[src/inc/tcx_pkg.sv]
// constants for the transceiver channel control block
package tcx_pkg;
  // register byte offsets
  localparam logic [7:0] TCX_CTRL_OFS   = 8'h00;
  localparam logic [7:0] TCX_STAT_OFS   = 8'h04;
  localparam logic [7:0] TCX_ISTAT_OFS  = 8'h08;
  localparam logic [7:0] TCX_IMASK_OFS  = 8'h0C;
  localparam logic [7:0] TCX_THRESH_OFS = 8'h10;
  // control fields
  localparam int TCX_CTRL_PCIE   = 0;
  localparam int TCX_CTRL_NOINF  = 1;
  localparam int TCX_CTRL_REVLB  = 2;
  localparam int TCX_CTRL_BOND   = 4;
  localparam int TCX_BOND_W      = 2;
  // bonding encodings
  localparam logic [1:0] TCX_BOND_NONE = 2'h0;
  localparam logic [1:0] TCX_BOND_X4   = 2'h1;
  localparam logic [1:0] TCX_BOND_X8   = 2'h2;
  // status fields
  localparam int TCX_ST_DATA   = 0;
  localparam int TCX_ST_REFLK  = 1;
  localparam int TCX_ST_SIGDET = 2;
  localparam int TCX_ST_EIDLE  = 3;
  localparam int TCX_ST_FIFOER = 4;
  localparam int TCX_ST_CMUCLK = 5;
  // interrupt event bits
  localparam int TCX_EV_REFLK  = 0;
  localparam int TCX_EV_DATA   = 1;
  localparam int TCX_EV_FIFOER = 2;
  localparam int TCX_EV_SIGCHG = 3;
  localparam int TCX_EV_N      = 4;
  // reset values
  localparam logic [31:0] TCX_CTRL_RST   = 32'h0000_0000;
  localparam logic [7:0]  TCX_THRESH_RST = 8'h04;
  // timing
  localparam int TCX_CLK_PS       = 4000;
  localparam int TCX_REF_LOCK_NS  = 2000;
  localparam int TCX_REF_LOCK_CYC = (TCX_REF_LOCK_NS * 1000 + TCX_CLK_PS - 1) / TCX_CLK_PS;
  localparam int TCX_SD_WIN_CYC   = 64;
  typedef enum logic [1:0] {TCX_REF_ACQ, TCX_REF_LOCK, TCX_DATA_TRK} tcx_cdr_t;
endpackage : tcx_pkg

[src/rtl/tcx_fifo.sv]
// transmit phase compensation fifo with full/empty error flag
`timescale 1ns/1ns
module tcx_fifo
  import tcx_pkg::*;
#(
  parameter int W     = 16,
  parameter int DEPTH = 8
) (
  input  wire logic         clk,
  input  wire logic         rst,
  input  wire logic         wr_en,
  input  wire logic [W-1:0] wr_data,
  input  wire logic         rd_en,
  output logic      [W-1:0] rd_data,
  output logic              fifo_err
);
  localparam int AW = $clog2(DEPTH);
  logic [W-1:0] mem [DEPTH];
  logic [AW:0]  wp;
  logic [AW:0]  rp;
  logic         full;
  logic         empty;
  logic         do_wr;
  logic         do_rd;

  assign full  = (wp[AW] != rp[AW]) && (wp[AW-1:0] == rp[AW-1:0]);
  assign empty = (wp == rp);
  // overflow and underflow are dropped, the flag tells the fabric
  assign do_wr = wr_en && !full;
  assign do_rd = rd_en && !empty;

  always_ff @(posedge clk) begin
    if (do_wr) begin
      mem[wp[AW-1:0]] <= wr_data;
    end
  end

  always_ff @(posedge clk) begin
    if (rst) begin
      wp <= '0;
      rp <= '0;
    end else begin
      if (do_wr) wp <= wp + 1'b1;
      if (do_rd) rp <= rp + 1'b1;
    end
  end

  always_ff @(posedge clk) begin
    if (rst) begin
      rd_data  <= '0;
      fifo_err <= 1'b1;
    end else begin
      if (do_rd) rd_data <= mem[rp[AW-1:0]];
      fifo_err <= full || empty;
    end
  end

  fifo_flag_a: assert property (@(posedge clk) disable iff (rst)
    ##1 fifo_err == $past(full || empty)) else $error("fifo error flag wrong");
endmodule : tcx_fifo

[src/rtl/tcx_sigdet.sv]
// signal detector: counts line transitions over a fixed window
`timescale 1ns/1ns
module tcx_sigdet
  import tcx_pkg::*;
(
  input  wire logic       clk,
  input  wire logic       rst,
  input  wire logic       line_bit,
  input  wire logic [7:0] thresh,
  output logic            detect
);
  logic [6:0] win;
  logic [7:0] edges;
  logic       last_bit;
  logic       win_end;

  assign win_end = (win == 7'(TCX_SD_WIN_CYC - 1));

  always_ff @(posedge clk) begin
    if (rst) begin
      win      <= '0;
      edges    <= '0;
      last_bit <= 1'b0;
      detect   <= 1'b0;
    end else begin
      last_bit <= line_bit;
      win      <= win_end ? '0 : win + 1'b1;
      if (win_end) begin
        // decision lags by one window; a quiet line drops it after one window
        detect <= (edges >= thresh);
        edges  <= '0;
      end else if (line_bit != last_bit && edges != 8'hFF) begin
        edges <= edges + 1'b1;
      end
    end
  end

  sd_hold_a: assert property (@(posedge clk) disable iff (rst)
    !$past(win_end) |-> $stable(detect)) else $error("detect moved mid window");
endmodule : tcx_sigdet

[src/rtl/tcx_chan.sv]
// transceiver channel: cdr mode control, loopback, signal detect, tx fifo
// Operation
// - force data lock high puts clock recovery in data tracking, ignoring ref lock
// - data/ref lock inputs: 0/0 automatic, 0/1 reference tracking, 1/x data
// - lock mode output high in data tracking, low in reference tracking
// - reference lock output high once recovery has locked to the reference
// - loopback input high enables serial loopback, low disables it
// - signal detect rises only in pcie mode, at or above the programmed threshold
// - with idle inference off in pcie mode, electrical idle is inverted detect
// - fifo error output is high while the tx fifo is full or empty
// - parallel transmit bus width is channel width times channel count
// - non-bonded: each channel's fifo clock is its local divider clock
// - x4 or x8 bonded: multiplier unit clock is the fifo clock
//
// The address map and the Wishbone slave port are this design's own decisions.
`timescale 1ns/1ns
module tcx_chan
  import tcx_pkg::*;
#(
  parameter int CH_W       = 16,
  parameter int N_CH       = 1,
  parameter int FIFO_DEPTH = 8
) (
  input  wire logic                   clk,
  input  wire logic                   rst,
  input  wire logic                   wb_cyc_i,
  input  wire logic                   wb_stb_i,
  input  wire logic                   wb_we_i,
  input  wire logic [7:0]             wb_adr_i,
  input  wire logic [3:0]             wb_sel_i,
  input  wire logic [31:0]            wb_dat_i,
  output logic      [31:0]            wb_dat_o,
  output logic                        wb_ack_o,
  output logic                        irq,
  input  wire logic                   lock_to_data,
  input  wire logic                   lock_to_ref,
  input  wire logic                   serial_lpbk_en,
  input  wire logic                   rx_serial_in,
  input  wire logic                   rx_lpbk_in,
  input  wire logic                   tx_ser_bit,
  input  wire logic                   tx_rev_lpbk_in,
  output logic                        tx_serial_out,
  output logic                        tx_lpbk_out,
  output logic                        rx_rev_lpbk_out,
  input  wire logic [CH_W*N_CH-1:0]   tx_data,
  input  wire logic                   tx_wr_en,
  input  wire logic                   tx_rd_en,
  output logic      [CH_W*N_CH-1:0]   tx_word,
  output logic                        tx_fifo_err,
  output logic                        freq_locked,
  output logic                        pll_locked,
  output logic                        sig_detect,
  output logic                        elec_idle,
  output logic                        fifo_clk_cmu
);
  logic [31:0]         ctrl;
  logic [7:0]          thresh;
  logic [TCX_EV_N-1:0] istat;
  logic [TCX_EV_N-1:0] imask;
  logic [TCX_EV_N-1:0] ev;
  logic [31:0]         status;
  logic                wr_acc;
  logic                rd_acc;
  logic                pcie_mode;
  logic                no_infer;
  logic                rev_lpbk;
  logic [1:0]          bond;
  logic                rx_bit;
  logic                sd_raw;
  logic                sd_prev;
  logic                err_prev;
  logic                data_prev;
  logic                lk_prev;
  logic [31:0]         rd_mux;
  tcx_cdr_t            cdr;
  tcx_cdr_t            next_cdr;
  logic [$clog2(TCX_REF_LOCK_CYC+1)-1:0] ref_cnt;
  logic                ref_done;

  function automatic logic [31:0] byte_merge(
    input logic [31:0] old_v,
    input logic [31:0] new_v,
    input logic [3:0]  sel
  );
    logic [31:0] r;
    r = old_v;
    for (int i = 0; i < 4; i++) begin
      if (sel[i]) r[8*i +: 8] = new_v[8*i +: 8];
    end
    return r;
  endfunction : byte_merge

  assign pcie_mode = ctrl[TCX_CTRL_PCIE];
  assign no_infer  = ctrl[TCX_CTRL_NOINF];
  assign rev_lpbk  = ctrl[TCX_CTRL_REVLB];
  assign bond      = ctrl[TCX_CTRL_BOND +: TCX_BOND_W];

  // wishbone slave, one wait state, every address answers
  assign wr_acc = wb_cyc_i && wb_stb_i && !wb_ack_o && wb_we_i;
  assign rd_acc = wb_cyc_i && wb_stb_i && !wb_ack_o && !wb_we_i;

  always_ff @(posedge clk) begin
    if (rst) begin
      wb_ack_o <= 1'b0;
    end else begin
      wb_ack_o <= wb_cyc_i && wb_stb_i && !wb_ack_o;
    end
  end

  always_ff @(posedge clk) begin
    if (rst) begin
      ctrl   <= TCX_CTRL_RST;
      thresh <= TCX_THRESH_RST;
      imask  <= '0;
    end else if (wr_acc) begin
      case (wb_adr_i)
        TCX_CTRL_OFS:   ctrl   <= byte_merge(ctrl, wb_dat_i, wb_sel_i);
        TCX_IMASK_OFS:  if (wb_sel_i[0]) imask <= wb_dat_i[TCX_EV_N-1:0];
        TCX_THRESH_OFS: if (wb_sel_i[0]) thresh <= wb_dat_i[7:0];
        default: ;
      endcase
    end
  end

  always_comb begin
    status = '0;
    status[TCX_ST_DATA]   = freq_locked;
    status[TCX_ST_REFLK]  = pll_locked;
    status[TCX_ST_SIGDET] = sig_detect;
    status[TCX_ST_EIDLE]  = elec_idle;
    status[TCX_ST_FIFOER] = tx_fifo_err;
    status[TCX_ST_CMUCLK] = fifo_clk_cmu;
    case (wb_adr_i)
      TCX_CTRL_OFS:   rd_mux = ctrl;
      TCX_STAT_OFS:   rd_mux = status;
      TCX_ISTAT_OFS:  rd_mux = {28'h0000000, istat};
      TCX_IMASK_OFS:  rd_mux = {28'h0000000, imask};
      TCX_THRESH_OFS: rd_mux = {24'h000000, thresh};
      default:        rd_mux = 32'h0000_0000;
    endcase
  end

  always_ff @(posedge clk) begin
    if (rst) begin
      wb_dat_o <= '0;
    end else if (rd_acc) begin
      wb_dat_o <= rd_mux;
    end
  end

  // serial loopback selects the looped transmit stream into the receiver
  assign rx_bit = serial_lpbk_en ? rx_lpbk_in : rx_serial_in;

  always_ff @(posedge clk) begin
    if (rst) begin
      tx_lpbk_out     <= 1'b0;
      rx_rev_lpbk_out <= 1'b0;
      tx_serial_out   <= 1'b0;
    end else begin
      tx_lpbk_out     <= serial_lpbk_en ? tx_ser_bit : 1'b0;
      rx_rev_lpbk_out <= rev_lpbk ? rx_serial_in : 1'b0;
      tx_serial_out   <= rev_lpbk ? tx_rev_lpbk_in : tx_ser_bit;
    end
  end

  tcx_sigdet u_sd (
    .clk      (clk),
    .rst      (rst),
    .line_bit (rx_bit),
    .thresh   (thresh),
    .detect   (sd_raw)
  );

  // clock recovery mode machine
  assign ref_done = (ref_cnt == TCX_REF_LOCK_CYC[$bits(ref_cnt)-1:0]);

  always_comb begin
    next_cdr = cdr;
    case (cdr)
      TCX_REF_ACQ:  if (ref_done) next_cdr = TCX_REF_LOCK;
      TCX_REF_LOCK: if (!lock_to_ref && sd_raw) next_cdr = TCX_DATA_TRK;
      TCX_DATA_TRK: if (!sd_raw || lock_to_ref) next_cdr = TCX_REF_ACQ;
      default:      next_cdr = TCX_REF_ACQ;
    endcase
    if (lock_to_data) next_cdr = TCX_DATA_TRK;
  end

  always_ff @(posedge clk) begin
    if (rst) begin
      cdr <= TCX_REF_ACQ;
    end else begin
      cdr <= next_cdr;
    end
  end

  always_ff @(posedge clk) begin
    if (rst || cdr != TCX_REF_ACQ) begin
      ref_cnt <= '0;
    end else if (!ref_done) begin
      ref_cnt <= ref_cnt + 1'b1;
    end
  end

  // indicators are registered; fabric still treats them as asynchronous
  always_ff @(posedge clk) begin
    if (rst) begin
      freq_locked  <= 1'b0;
      pll_locked   <= 1'b0;
      sig_detect   <= 1'b0;
      elec_idle    <= 1'b0;
      fifo_clk_cmu <= 1'b0;
    end else begin
      freq_locked  <= (next_cdr == TCX_DATA_TRK);
      pll_locked   <= (next_cdr == TCX_REF_LOCK);
      sig_detect   <= pcie_mode && sd_raw;
      elec_idle    <= pcie_mode && no_infer && !sd_raw;
      // clock source of the phase compensation fifo
      fifo_clk_cmu <= (bond == TCX_BOND_X4) || (bond == TCX_BOND_X8);
    end
  end

  tcx_fifo #(
    .W     (CH_W * N_CH),
    .DEPTH (FIFO_DEPTH)
  ) u_fifo (
    .clk      (clk),
    .rst      (rst),
    .wr_en    (tx_wr_en),
    .wr_data  (tx_data),
    .rd_en    (tx_rd_en),
    .rd_data  (tx_word),
    .fifo_err (tx_fifo_err)
  );

  // interrupt events on edges of state
  always_ff @(posedge clk) begin
    if (rst) begin
      sd_prev   <= 1'b0;
      err_prev  <= 1'b1;
      data_prev <= 1'b0;
      lk_prev   <= 1'b0;
    end else begin
      sd_prev   <= sig_detect;
      err_prev  <= tx_fifo_err;
      data_prev <= freq_locked;
      lk_prev   <= pll_locked;
    end
  end

  always_comb begin
    ev = '0;
    ev[TCX_EV_REFLK]  = pll_locked && !lk_prev;
    ev[TCX_EV_DATA]   = freq_locked && !data_prev;
    ev[TCX_EV_FIFOER] = tx_fifo_err && !err_prev;
    ev[TCX_EV_SIGCHG] = sig_detect != sd_prev;
  end

  // set beats the write-one clear in the same cycle
  always_ff @(posedge clk) begin
    if (rst) begin
      istat <= '0;
    end else if (wr_acc && wb_adr_i == TCX_ISTAT_OFS && wb_sel_i[0]) begin
      istat <= (istat & ~wb_dat_i[TCX_EV_N-1:0]) | ev;
    end else begin
      istat <= istat | ev;
    end
  end

  assign irq = |(istat & imask);

  force_data_a: assert property (@(posedge clk) disable iff (rst)
    lock_to_data |=> freq_locked && !pll_locked) else $error("force data lock ignored");

  ref_mode_a: assert property (@(posedge clk) disable iff (rst)
    !lock_to_data && lock_to_ref |=> !freq_locked) else $error("ref mode left");

  mode_ind_a: assert property (@(posedge clk) disable iff (rst)
    freq_locked |-> !pll_locked) else $error("mode indicator conflict");

  ref_lock_a: assert property (@(posedge clk) disable iff (rst)
    $rose(pll_locked) |-> !$past(lock_to_data)) else $error("ref lock while forced");

  lpbk_sel_a: assert property (@(posedge clk) disable iff (rst)
    !serial_lpbk_en |=> !tx_lpbk_out) else $error("loopback out while disabled");

  sd_gate_a: assert property (@(posedge clk) disable iff (rst)
    !pcie_mode |=> !sig_detect) else $error("detect outside pcie");

  eidle_inv_a: assert property (@(posedge clk) disable iff (rst)
    pcie_mode && no_infer |=> elec_idle == !sig_detect) else $error("idle not inverse");

  clk_src_a: assert property (@(posedge clk) disable iff (rst)
    bond == TCX_BOND_NONE |=> !fifo_clk_cmu) else $error("bonded clock when unbonded");

  wb_ack_a: assert property (@(posedge clk) disable iff (rst)
    wb_ack_o |=> !wb_ack_o) else $error("ack held two cycles");
endmodule : tcx_chan

[config.mk]
export PLATFORM = sky130hd
export DESIGN_NAME = tcx_chan
export DESIGN_NICKNAME = d
export VERILOG_FILES = /design/src/inc/tcx_pkg.sv /design/src/rtl/tcx_fifo.sv /design/src/rtl/tcx_sigdet.sv /design/src/rtl/tcx_chan.sv
export SDC_FILE = /design/constraint.sdc
export NUM_CORES = 1
export LEC_CHECK = 0
export BUFFER_PORTS_ARGS = -buffer_cell sky130_fd_sc_hd__buf_2
export CORE_MARGIN = 3
export CORE_UTILIZATION = 50
export DETAILED_ROUTE_END_ITERATION = 10
export HOLD_SLACK_MARGIN = 0.05
export PLACE_DENSITY = 0.76
export SLEW_MARGIN = 10
export SYNTH_ARGS = -nofsm -noshare
export SYNTH_HDL_FRONTEND = slang
export SYNTH_SLANG_ARGS = --single-unit
[constraint.sdc]
create_clock -name clk -period 3.4 [get_ports clk]
set_input_delay 0.51 -clock clk [delete_from_list [all_inputs] [get_ports clk]]
set_output_delay 0.51 -clock clk [all_outputs]
set_load 0.005 [all_outputs]
==> results of run 1 <==
==> logic make-up (layout without fill, tap and decap cells) <==
| group | count (synthesis) | count (layout) | share of synthesized area |
|---|---|---|---|
| compound gates | 138 | 138 | 0.08924 |
| xor+xnor | 17 | 17 | 0.01489 |
| fa+ha+maj | 14 | 14 | 0.01591 |
| buf+inv | 58 | 218 | 0.02569 |
| flops | 274 | 274 | 0.6148 |
| mux | 109 | 109 | 0.1370 |
| simple gates | 207 | 207 | 0.1025 |
==> report_power, final <==
part / switching (mW) / internal [mW] / total (mW)
sequential: 0.0606 / 3.56 / 3.62
combinational: 0.343 / 0.259 / 0.602
clock: 1.23 / 2.05 / 3.27
==> critical path, cell delays in order, from the launching register on <==
cell and delay [ns]:
dfxtp_1 0.54, xor2_2 0.33, o41ai_4 0.18, nand2b_1 0.24, nor2_1 0.80, buf_4 0.32
==> metal layers <==
layer	part of all wire	wire [µm]	vias up	GRT usage
met5	0.0014	32	-	0
met4	0.022	491	4	0.04668
met3	0.064	1441	42	0.03805
met2	0.47	10570	197	0.3082
met1	0.45	10110	3326	0.2583
li1	-	-	3344	-
==> worst max path at each step <==
stage and end:
5_1_grt u_fifo.mem[3][10]$_DFFE_PP_, 3_3_place_gp u_fifo.mem[3][7]$_DFFE_PP_, 2_1_floorplan u_fifo.mem[4][0]$_DFFE_PP_, 6_report u_fifo.mem[3][10]$_DFFE_PP_, 4_1_cts u_fifo.mem[3][10]$_DFFE_PP_, 3_5_place_dp u_fifo.mem[3][10]$_DFFE_PP_
==> sequential cells by signal (all words and copies together) (netlist names), 7 cells and up <==
register / cells
thresh: 8
ref_cnt: 9
ctrl: 32
u_sd.win: 7
u_fifo.rd_data: 16
u_sd.edges: 8
wb_dat_o: 32
u_fifo.mem: 128
==> cell usage after synthesis (3+ instances only) <==
cell      count
nor2_2       19
nor2b_1      12
nand4_2       5
a22oi_2      19
buf_2        10
or3_1        12
mux2_2        9
and2_1        4
a22oi_1      12
nor3_1        8
nor2_1       77
mux4_2       32
ha_1         14
a22o_1        4
inv_1        19
buf_6         3
o21ai_1       3
a31oi_1       3
buf_1         3
dfxtp_1     146
mux2i_1      67
and3_1        8
xnor2_1       8
o21ai_0      37
xor2_1        7
nand2_1      22
nand4_1       6
edfxtp_1    128
clkbuf_1     19
nand2b_1      5
a21oi_1      42
nand3_1      10
==> cell type report <==
cell class / instances / share of cell area
inverter: 19 / 0.005508
tap: 275 / 0.02658
clock buffer: 35 / 0.05934
clock inverter: 16 / 0.01797
multi-input combinational: 485 / 0.3064
sequential: 274 / 0.5227
timing repair buffer: 148 / 0.06146
==> impl_metrics.py, run 1 <==
metrics = {
    "status": {
        "run_status": "finished, final reports clean",
    },
    "yosys": {
        "seq_area_frac_synth": 0.6148,
        "synthDistinctLibCells": 63,
        "synth-edff-count": 128,
        "synth_top_cell_by_area": "edfxtp_1",
        "synth_top_area_frac": 0.3492,
        "postSynth.asyncResetShare": 0,
        "netlist_instances": 817,
        "synth-seq-cells": 274,
        "syn-cell-area_mm2": 0.01101,
        "syn-num-nets": 905,
        "synthFlopType": "dfxtp_1",
        "avgSynthCellArea_um2": 13.47,
        "yosysWarnings": 0,
        "synthTopCellsByArea": "edfxtp_1 (35%), dfxtp_1 (27%), mux4_2 (6.5%)",
    },
    "critical_path": {
        "worstSetupPathType": "reg2reg",
        "crit_path_start": "u_fifo.wp[1]$_SDFFE_PP0P_",
        "end_kind": "flip-flop",
        "r2r-start": "u_fifo.wp[1]$_SDFFE_PP0P_",
        "cp_max_fo": 9,
        "r2r_setup_slack_ns": 0.69,
        "crit_arrival_ns": 2.95,
        "crit_path_start_kind": "flip-flop",
        "r2r_end": "u_fifo.mem[3][10]$_DFFE_PP_",
        "required_ns": 3.64,
        "ff2ff_path_depth": 5,
    },
    "timing": {
        "finalHoldViolCount": 0,
        "worst_slew_pin_slew_ns": 1.004,
        "relSlewSlack": 0.3282,
        "setup_violations": 0,
        "rsz0062_at_grt": "no",
        "final.period_utilization": 0.7980,
        "max_freq_ghz": 0.3686,
        "worst_slack_ns": 0.6868,
        "timing.hold.ws_ns": 0.2050,
        "period_needed_ns": 2.713,
        "tns_ns": 0,
        "clock_skew_ns": 0.01220,
        "drv_slew": 0,
    },
    "layout": {
        "nets": 1044,
        "layout_commonest_cell": "dfxtp_1",
        "antenna_cells": 0,
        "final_cell_mix": "dfxtp_1 (145), buf_2 (131), edfxtp_1 (128)",
        "seqCellArea_mm2": 0.006768,
        "drive_gt1_frac": 0.2958,
        "final_area_mm2": 0.01295,
        "fillers": 1652,
        "fin_cells": 1252,
        "multiInputGateArea_mm2": 0.003968,
        "areaGrowthSynthToFinish_pct": 17.63,
        "final_util": 0.6064,
    },
    "drt": {
        "drtAntennaViolNets": 0,
        "routed_wl_um": 22650,
        "first_iter_violations": 424,
        "viasPerCell": 5.522,
        "drc": 0,
        "drt_first_pass_iters": 4,
        "wl_per_cell_um": 18.09,
        "num_vias": 6913,
    },
    "power": {
        "irDropWorstVdd_uv": 539.8,
        "leakage_nw": 5.113,
        "power_mw": 7.500,
        "powerDensity_mw_per_mm2": 579.2,
    },
    "floorplanning": {
        "die_x_um": 154.4,
        "io_pins": 133,
        "num_rows": 53,
        "chipHeight_um": 154.4,
        "initial_core_util": 0.5155,
        "die_area_mm2": 0.02383,
        "coreArea_mm2": 0.02135,
    },
    "min_path": {
        "hold_depth": 2,
        "hp-start": "lock_to_data",
        "whs_endpoint": "pll_locked$_SDFF_PP0_",
        "min_path_type": "in2reg",
    },
    "cts": {
        "cts.hold.buffers_added": 0,
        "cts_max_level": 1,
        "clock_path_buffers": 3,
        "cts_tree": "done",
        "postCtsSetupBuffers": 0,
        "ctsResizeCount": 0,
        "cts_buffers": 28,
        "cts.sinks": 274,
        "cts.clk_slew.worst_paths_ns": 0.06,
        "insertion_delay_ns": 0.54,
        "root_buffer": "clkbuf_16",
    },
    "placement": {
        "placed_area_mm2": 0.01195,
        "hpwl_um": 14830,
        "pre_cts_slack_ns": 0.6621,
        "place_inst": 1201,
        "gp_congestion": 0.7962,
        "portBuffers": 132,
    },
    "grt": {
        "grtUsageTotal": 0.1875,
        "grt_max_degree": 53,
        "grt_pass1_vias": 6791,
        "grt_first_pass_wirelength_um": 36270,
        "grt_antenna_before_repair": 2,
        "grt_overflow": 0,
    },
    "flow_run": {
        "drv_cap": 0,
    },
}
Note: power is estimated with default switching activity, not from simulation.
==> inputs of run 2 (changes only) <==
Clock period 3.4 ns to 2.75 ns, I/O delays scaled along.
==> run 2 against run 1 <==
Net effect: maximum frequency is 27% higher; hold slack worse by 0.11 ns; clock power is 6.7% higher; largest power group unchanged; flip-flop and latch count stayed put; critical path depth stayed put; highest routed layer unchanged; via count is 1.2% higher.
==> impl_metrics.py, run 2 (synthesis results as in run 1) <==
metrics = {
    "status": {
        "run_status": "finished, final reports clean",
    },
    "critical_path": {
        "ff2ff_path_depth": 5,
        "crit_path_start_kind": "flip-flop",
        "worstSetupPathType": "reg2reg",
        "slowest_delay_ns": 0.55,
        "crit_chain": "xor2_2, o41ai_4, or2_2, nor2_1, buf_4",
        "crit_arrival_ns": 2.34,
        "crit_end": "u_fifo.mem[6][1]$_DFFE_PP_",
        "slowest_stage": "dfxtp_1",
        "crit_family": "flip-flops",
        "r2r_end": "u_fifo.mem[6][1]$_DFFE_PP_",
        "crit_cells": 5,
        "critPathBufInv": 1,
        "end_kind": "flip-flop",
        "r2r-start": "u_fifo.wp[0]$_SDFFE_PP0P_",
        "r2r_setup_slack_ns": 0.61,
        "cp_max_fo": 16,
        "required_ns": 2.95,
        "crit_path_start": "u_fifo.wp[0]$_SDFFE_PP0P_",
    },
    "cts": {
        "cts.hold.buffers_added": 0,
        "cts.clk_slew.worst_paths_ns": 0.06,
        "cts_buffers": 27,
        "cts.sinks": 274,
        "postCtsSetupBuffers": 0,
        "root_buffer": "clkbuf_16",
        "cts_tree": "done",
        "clock_path_buffers": 3,
        "ctsResizeCount": 0,
        "cts_max_level": 1,
        "insertion_delay_ns": 0.53,
    },
    "timing": {
        "rsz0062_at_grt": "no",
        "finalHoldViolCount": 0,
        "tns_ns": 0,
        "setup_violations": 0,
        "relSlewSlack": 0.5989,
        "worst_slew_pin_slew_ns": 0.5977,
        "period_needed_ns": 2.135,
        "drv_slew": 0,
        "clock_skew_ns": 0.01663,
        "final.period_utilization": 0.7765,
        "max_freq_ghz": 0.4683,
    },
    "drt": {
        "drt_first_pass_iters": 5,
        "first_iter_violations": 440,
        "drtAntennaViolNets": 0,
        "num_vias": 6994,
        "viasPerCell": 5.546,
        "wl_per_cell_um": 18.03,
        "routed_wl_um": 22740,
        "drc": 0,
    },
    "layout": {
        "final_cell_mix": "dfxtp_1 (145), buf_2 (131), edfxtp_1 (128)",
        "layout_commonest_cell": "dfxtp_1",
        "drive_gt1_frac": 0.3022,
        "nets": 1053,
        "antenna_cells": 0,
        "final_area_mm2": 0.01286,
        "areaGrowthSynthToFinish_pct": 16.81,
        "largest_reg_flops": 128,
    },
    "grt": {
        "grt_overflow": 0,
        "grt_antenna_before_repair": 2,
        "grt_max_degree": 47,
        "grt_first_pass_wirelength_um": 36680,
        "grtUsageTotal": 0.1891,
        "grt_pass1_vias": 6961,
    },
    "floorplanning": {
        "coreArea_mm2": 0.02135,
        "chipHeight_um": 154.4,
        "die_area_mm2": 0.02383,
        "io_pins": 133,
        "num_rows": 53,
        "die_x_um": 154.4,
        "initial_core_util": 0.5155,
    },
    "placement": {
        "placed_area_mm2": 0.01201,
        "hpwl_um": 15520,
        "gp_congestion": 0.8062,
        "portBuffers": 132,
    },
    "power": {
        "pwr-share-comb": 0.087,
        "p_clk_frac": 0.400,
        "irDropWorstVdd_uv": 660.7,
        "leakage_nw": 5.096,
        "powerDensity_mw_per_mm2": 678.5,
        "p_sw_frac": 0.2272,
        "power.internal_mw": 6.742,
        "seqPwrFrac": 0.513,
        "power_switching_mw": 1.982,
    },
    "flow_run": {
        "drv_cap": 0,
    },
    "min_path": {
        "hp-start": "lock_to_data",
        "min_path_type": "in2reg",
    },
}
-- run 2: cell count changes in the layout (fill, tap and decap cells not counted), moves of 2 or more --
cell,change
buf_4,+11
clkinv_2,+4
clkbuf_16,-2
clkinv_1,-2
clkbuf_1,+2
bufinv_16,-5
clkbuf_8,+2
-- run 2: final cells by class --
| type | count | area [µm²] |
|---|---|---|
| fill | 1703 | 8496 |
| sequential | 274 | 6768 |
| timing repair buffer | 158 | 858.3 |
| clock inverter | 13 | 95.09 |
| clock buffer | 37 | 753.2 |
| tap | 275 | 344.1 |
| inverter | 19 | 71.32 |
| multi-input combinational | 485 | 3968 |
-- run 2: per-layer routing --
| layer | vias to the layer above | routed length, µm | track usage |
|---|---|---|---|
| met5 | - | 23 | 0 |
| met4 | 4 | 497 | 0.05004 |
| met3 | 38 | 1420 | 0.03470 |
| met2 | 195 | 10880 | 0.3201 |
| met1 | 3403 | 9919 | 0.2531 |
| li1 | 3354 | - | - |
-- run 2: how the worst min path moves through the flow --
| stage | to | slack, ns | depth (start not counted) |
|---|---|---|---|
| floorplan | u_sd.win[0]$_SDFF_PP0_ | 0.42 | 1 |
| global placement | wb_dat_o[5]$_SDFFE_PP0P_ | 0.43 | 2 |
| detailed placement | wb_dat_o[5]$_SDFFE_PP0P_ | 0.45 | 2 |
| CTS | pll_locked$_SDFF_PP0_ | 0.08 | 2 |
| global route | pll_locked$_SDFF_PP0_ | 0.09 | 2 |
| finish | pll_locked$_SDFF_PP0_ | 0.09 | 2 |
-- run 2: through the flow --
step                hold slack [ns]  setup WS, ns  power (mW)  utilization  cells
CTS                         0.07738        0.5966       8.818       0.6021   1261
detailed placement           0.4461        0.6736       5.328       0.5624   1211
floorplan                    0.4179       0.02346       5.035            -    817
finish                      0.09202        0.6148       8.724       0.6021   1261
global route                0.09392        0.5226       9.057       0.6021   1261
global placement             0.4337        0.7132       5.309       0.5624   1211
-- run 2: power by group through the flow --
| stage | Combinational (mW) | Clock [mW] | Sequential [mW] |
|---|---|---|---|
| 4_1_cts | 0.768 | 3.57 | 4.48 |
| 3_3_place_gp | 0.748 | 0 | 4.56 |
| 3_5_place_dp | 0.763 | 0 | 4.56 |
| 5_1_grt | 0.839 | 3.73 | 4.49 |
| 2_1_floorplan | 0.482 | 0 | 4.55 |
| 6_report | 0.759 | 3.49 | 4.48 |
==> inputs of run 3 (changes only) <==
Settings changed: ABC_AREA from default to 1, PLACE_DENSITY 0.76 to 0.79.
Clock period 2.75 ns to 1.75 ns, I/O delays scaled along.
==> run 3 against run 2 <==
Net effect: wire length increased by 22%; final cell count grew 43%; critical path depth rose by 3; global-route usage increased by 2.9 points; sequential share of layout area fell by 5.0 points; synthesized cell count up 59%; clock power rose by 71%; largest power group unchanged.
==> impl_metrics.py, run 3 <==
metrics = {
    "timing": {
        "final.period_utilization": 0.9717,
        "finalHoldViolCount": 0,
        "tns_ns": 0,
        "worst_slew_pin_slew_ns": 0.3948,
        "relSlewSlack": 0.7368,
        "max_freq_ghz": 0.5880,
        "period_needed_ns": 1.701,
        "setup_violations": 0,
        "clock_skew_ns": 0.01629,
        "drv_slew": 0,
    },
    "floorplanning": {
        "io_pins": 133,
        "chipHeight_um": 157.6,
        "num_rows": 54,
        "initial_core_util": 0.5182,
        "coreArea_mm2": 0.02216,
        "die_x_um": 157.6,
        "die_area_mm2": 0.02482,
    },
    "cts": {
        "cts_max_level": 1,
        "cts.sinks": 274,
        "root_buffer": "clkbuf_16",
        "cts.clk_slew.worst_paths_ns": 0.06,
        "cts_buffers": 29,
        "insertion_delay_ns": 0.53,
        "cts_tree": "done",
        "clock_path_buffers": 3,
    },
    "yosys": {
        "synth_common_cells": "nand2_1 (299), nor2_1 (230), dfxtp_1 (146), edfxtp_1 (128), a21oi_1 (98)",
        "syn-num-nets": 1386,
        "synth_most_common_cell": "nand2_1",
        "avgSynthCellArea_um2": 8.848,
        "yosysWarnings": 0,
        "synthTopCellsByArea": "edfxtp_1 (33%), dfxtp_1 (25%), nand2_1 (9.8%)",
        "syn-cell-area_mm2": 0.01148,
        "synth_top_cell_by_area": "edfxtp_1",
        "synth-edff-count": 128,
        "synthFlopType": "dfxtp_1",
        "synth_top_area_frac": 0.3347,
        "synthDistinctLibCells": 36,
        "postSynth.asyncResetShare": 0,
        "seq_area_frac_synth": 0.5892,
        "synth-seq-cells": 274,
        "netlist_instances": 1298,
    },
    "placement": {
        "gp_congestion": 0.8788,
        "hpwl_um": 18230,
        "portBuffers": 132,
        "place_inst": 1694,
    },
    "power": {
        "p_sw_frac": 0.2350,
        "leakage_nw": 5.811,
        "powerDensity_mw_per_mm2": 1015,
        "seqPwrFrac": 0.483,
        "p_clk_frac": 0.413,
        "power_switching_mw": 3.395,
        "power.internal_mw": 11.05,
        "pwr-share-comb": 0.104,
        "irDropWorstVdd_uv": 761.5,
    },
    "grt": {
        "grtUsageTotal": 0.2177,
        "grt_overflow": 0,
        "grt_first_pass_wirelength_um": 44060,
        "grt_antenna_before_repair": 1,
        "grt_pass1_vias": 9171,
        "grt_max_degree": 77,
    },
    "layout": {
        "final_util": 0.6422,
        "largest_reg_flops": 128,
        "nets": 1591,
        "final_cell_mix": "nand2_1 (296), nor2_1 (222), dfxtp_1 (139)",
        "seqCellArea_mm2": 0.006780,
        "areaGrowthSynthToFinish_pct": 23.91,
        "drive_gt1_frac": 0.1831,
        "multiInputGateArea_mm2": 0.004149,
        "layout_commonest_cell": "nand2_1",
        "fin_cells": 1806,
        "fillers": 1707,
    },
    "critical_path": {
        "r2r_setup_slack_ns": 0.05,
        "r2r-start": "u_fifo.wp[1]$_SDFFE_PP0P_",
        "ff2ff_path_depth": 8,
        "end_kind": "flip-flop",
        "required_ns": 1.99,
        "worstSetupPathType": "reg2reg",
        "r2r_end": "u_fifo.mem[0][13]$_DFFE_PP_",
        "cp_max_fo": 8,
        "crit_arrival_ns": 1.94,
        "crit_path_start": "u_fifo.wp[1]$_SDFFE_PP0P_",
        "crit_path_start_kind": "flip-flop",
    },
    "drt": {
        "num_vias": 9383,
        "routed-wl-met3_um": 1867,
        "first_iter_violations": 626,
        "drtAntennaViolNets": 0,
        "wl_per_cell_um": 15.32,
        "drt_first_pass_iters": 5,
        "wl_met1_um": 11560,
        "routed_wl_um": 27670,
        "routed.top_layer": "met4",
        "viasPerCell": 5.195,
        "drc": 0,
        "dr_wl_met2_um": 13590,
    },
    "min_path": {
        "min_path_type": "in2reg",
        "hp-start": "tx_data[1]",
        "whs_endpoint": "u_fifo.mem[0][1]$_DFFE_PP_",
        "hold_depth": 1,
    },
    "flow_run": {
        "drv_cap": 0,
    },
    "status": {
        "run_status": "finished, final reports clean",
    },
}
-- run 3: per-layer routing --
layer | GRT usage | vias up
li1 | - | 4657
met1 | 0.2755 | 4321
met2 | 0.3913 | 349
met3 | 0.03327 | 56
met4 | 0.05579 | 0
met5 | 0 | -
-- run 3: worst max-delay path by stage --
stage                                  end  slack (ns)  cells after the start
3_5_place_dp    u_fifo.mem[0][7]$_DFFE_PP_        0.05                      8
4_1_cts         u_fifo.mem[0][7]$_DFFE_PP_        0.04                      8
2_1_floorplan   u_fifo.mem[1][0]$_DFFE_PP_       -0.03                      7
3_3_place_gp    u_fifo.mem[0][7]$_DFFE_PP_        0.10                      8
5_1_grt         u_fifo.mem[0][0]$_DFFE_PP_      -0.004                      8
6_report       u_fifo.mem[0][13]$_DFFE_PP_        0.05                      8
-- run 3: through the flow --
stage	instance area [µm²]	hold slack, ns	total power, mW	worst slack [ns]
2_1_floorplan	11550	0.3452	7.988	-0.02848
4_1_cts	14130	0.05379	14.50	0.03541
6_report	14230	0.04204	14.44	0.04944
3_5_place_dp	12660	0.4299	8.464	0.04619
3_3_place_gp	12660	0.4278	8.427	0.1009
5_1_grt	14230	0.05494	15.02	-0.003779
-- run 3: power by group through the flow --
stage	clock, mW	sequential, mW	combinational [mW]
after floorplan	0	7.09	0.896
after global placement	0	7.10	1.33
after detailed placement	0	7.10	1.36
after CTS	6.06	6.97	1.46
after global routing	6.35	6.99	1.69
final	5.96	6.97	1.51
-- run 3: timing repair --
action	4_1_cts	5_1_grt
hold buffers	53	0
buffers inserted	0	3
endpoints found under the hold margin	150	0
gates resized for setup	0	13
setup endpoints to repair	0	125
-- run 3: final cells by class --
type / count / area share
Clock inverter: 9 / 0.006770
Sequential cell: 274 / 0.4764
Timing Repair Buffer: 228 / 0.1159
Inverter: 95 / 0.02541
Clock buffer: 43 / 0.05899
Multi-Input combinational cell: 875 / 0.2915
Tap cell: 280 / 0.02462
Antenna cell: 2 / 0.0003517
-- run 3: cell families (layout without fill, tap and decap cells) --
logic type                 count (synthesis)  after routing  share of synthesized area
and+or+nand+nor                          638            638                     0.2347
DFF                                      274            274                     0.5892
AOI/OAI and AO/OA                        205            205                    0.09119
buffers and inverters                    149            375                    0.05600
xor gates and xnor gates                  18             18                    0.01373
adders and majority gates                 14             14                    0.01525
other                                      0              2                          0
-- run 3: worst max-delay path: stages (launching register included) --
cell and delay, ns:
dfxtp_2 0.37, inv_2 0.06, nand2_2 0.08, nand2_2 0.08, nand4_4 0.13, nand2_4 0.06
or2_4 0.30, nor2_4 0.15, clkbuf_16 0.18
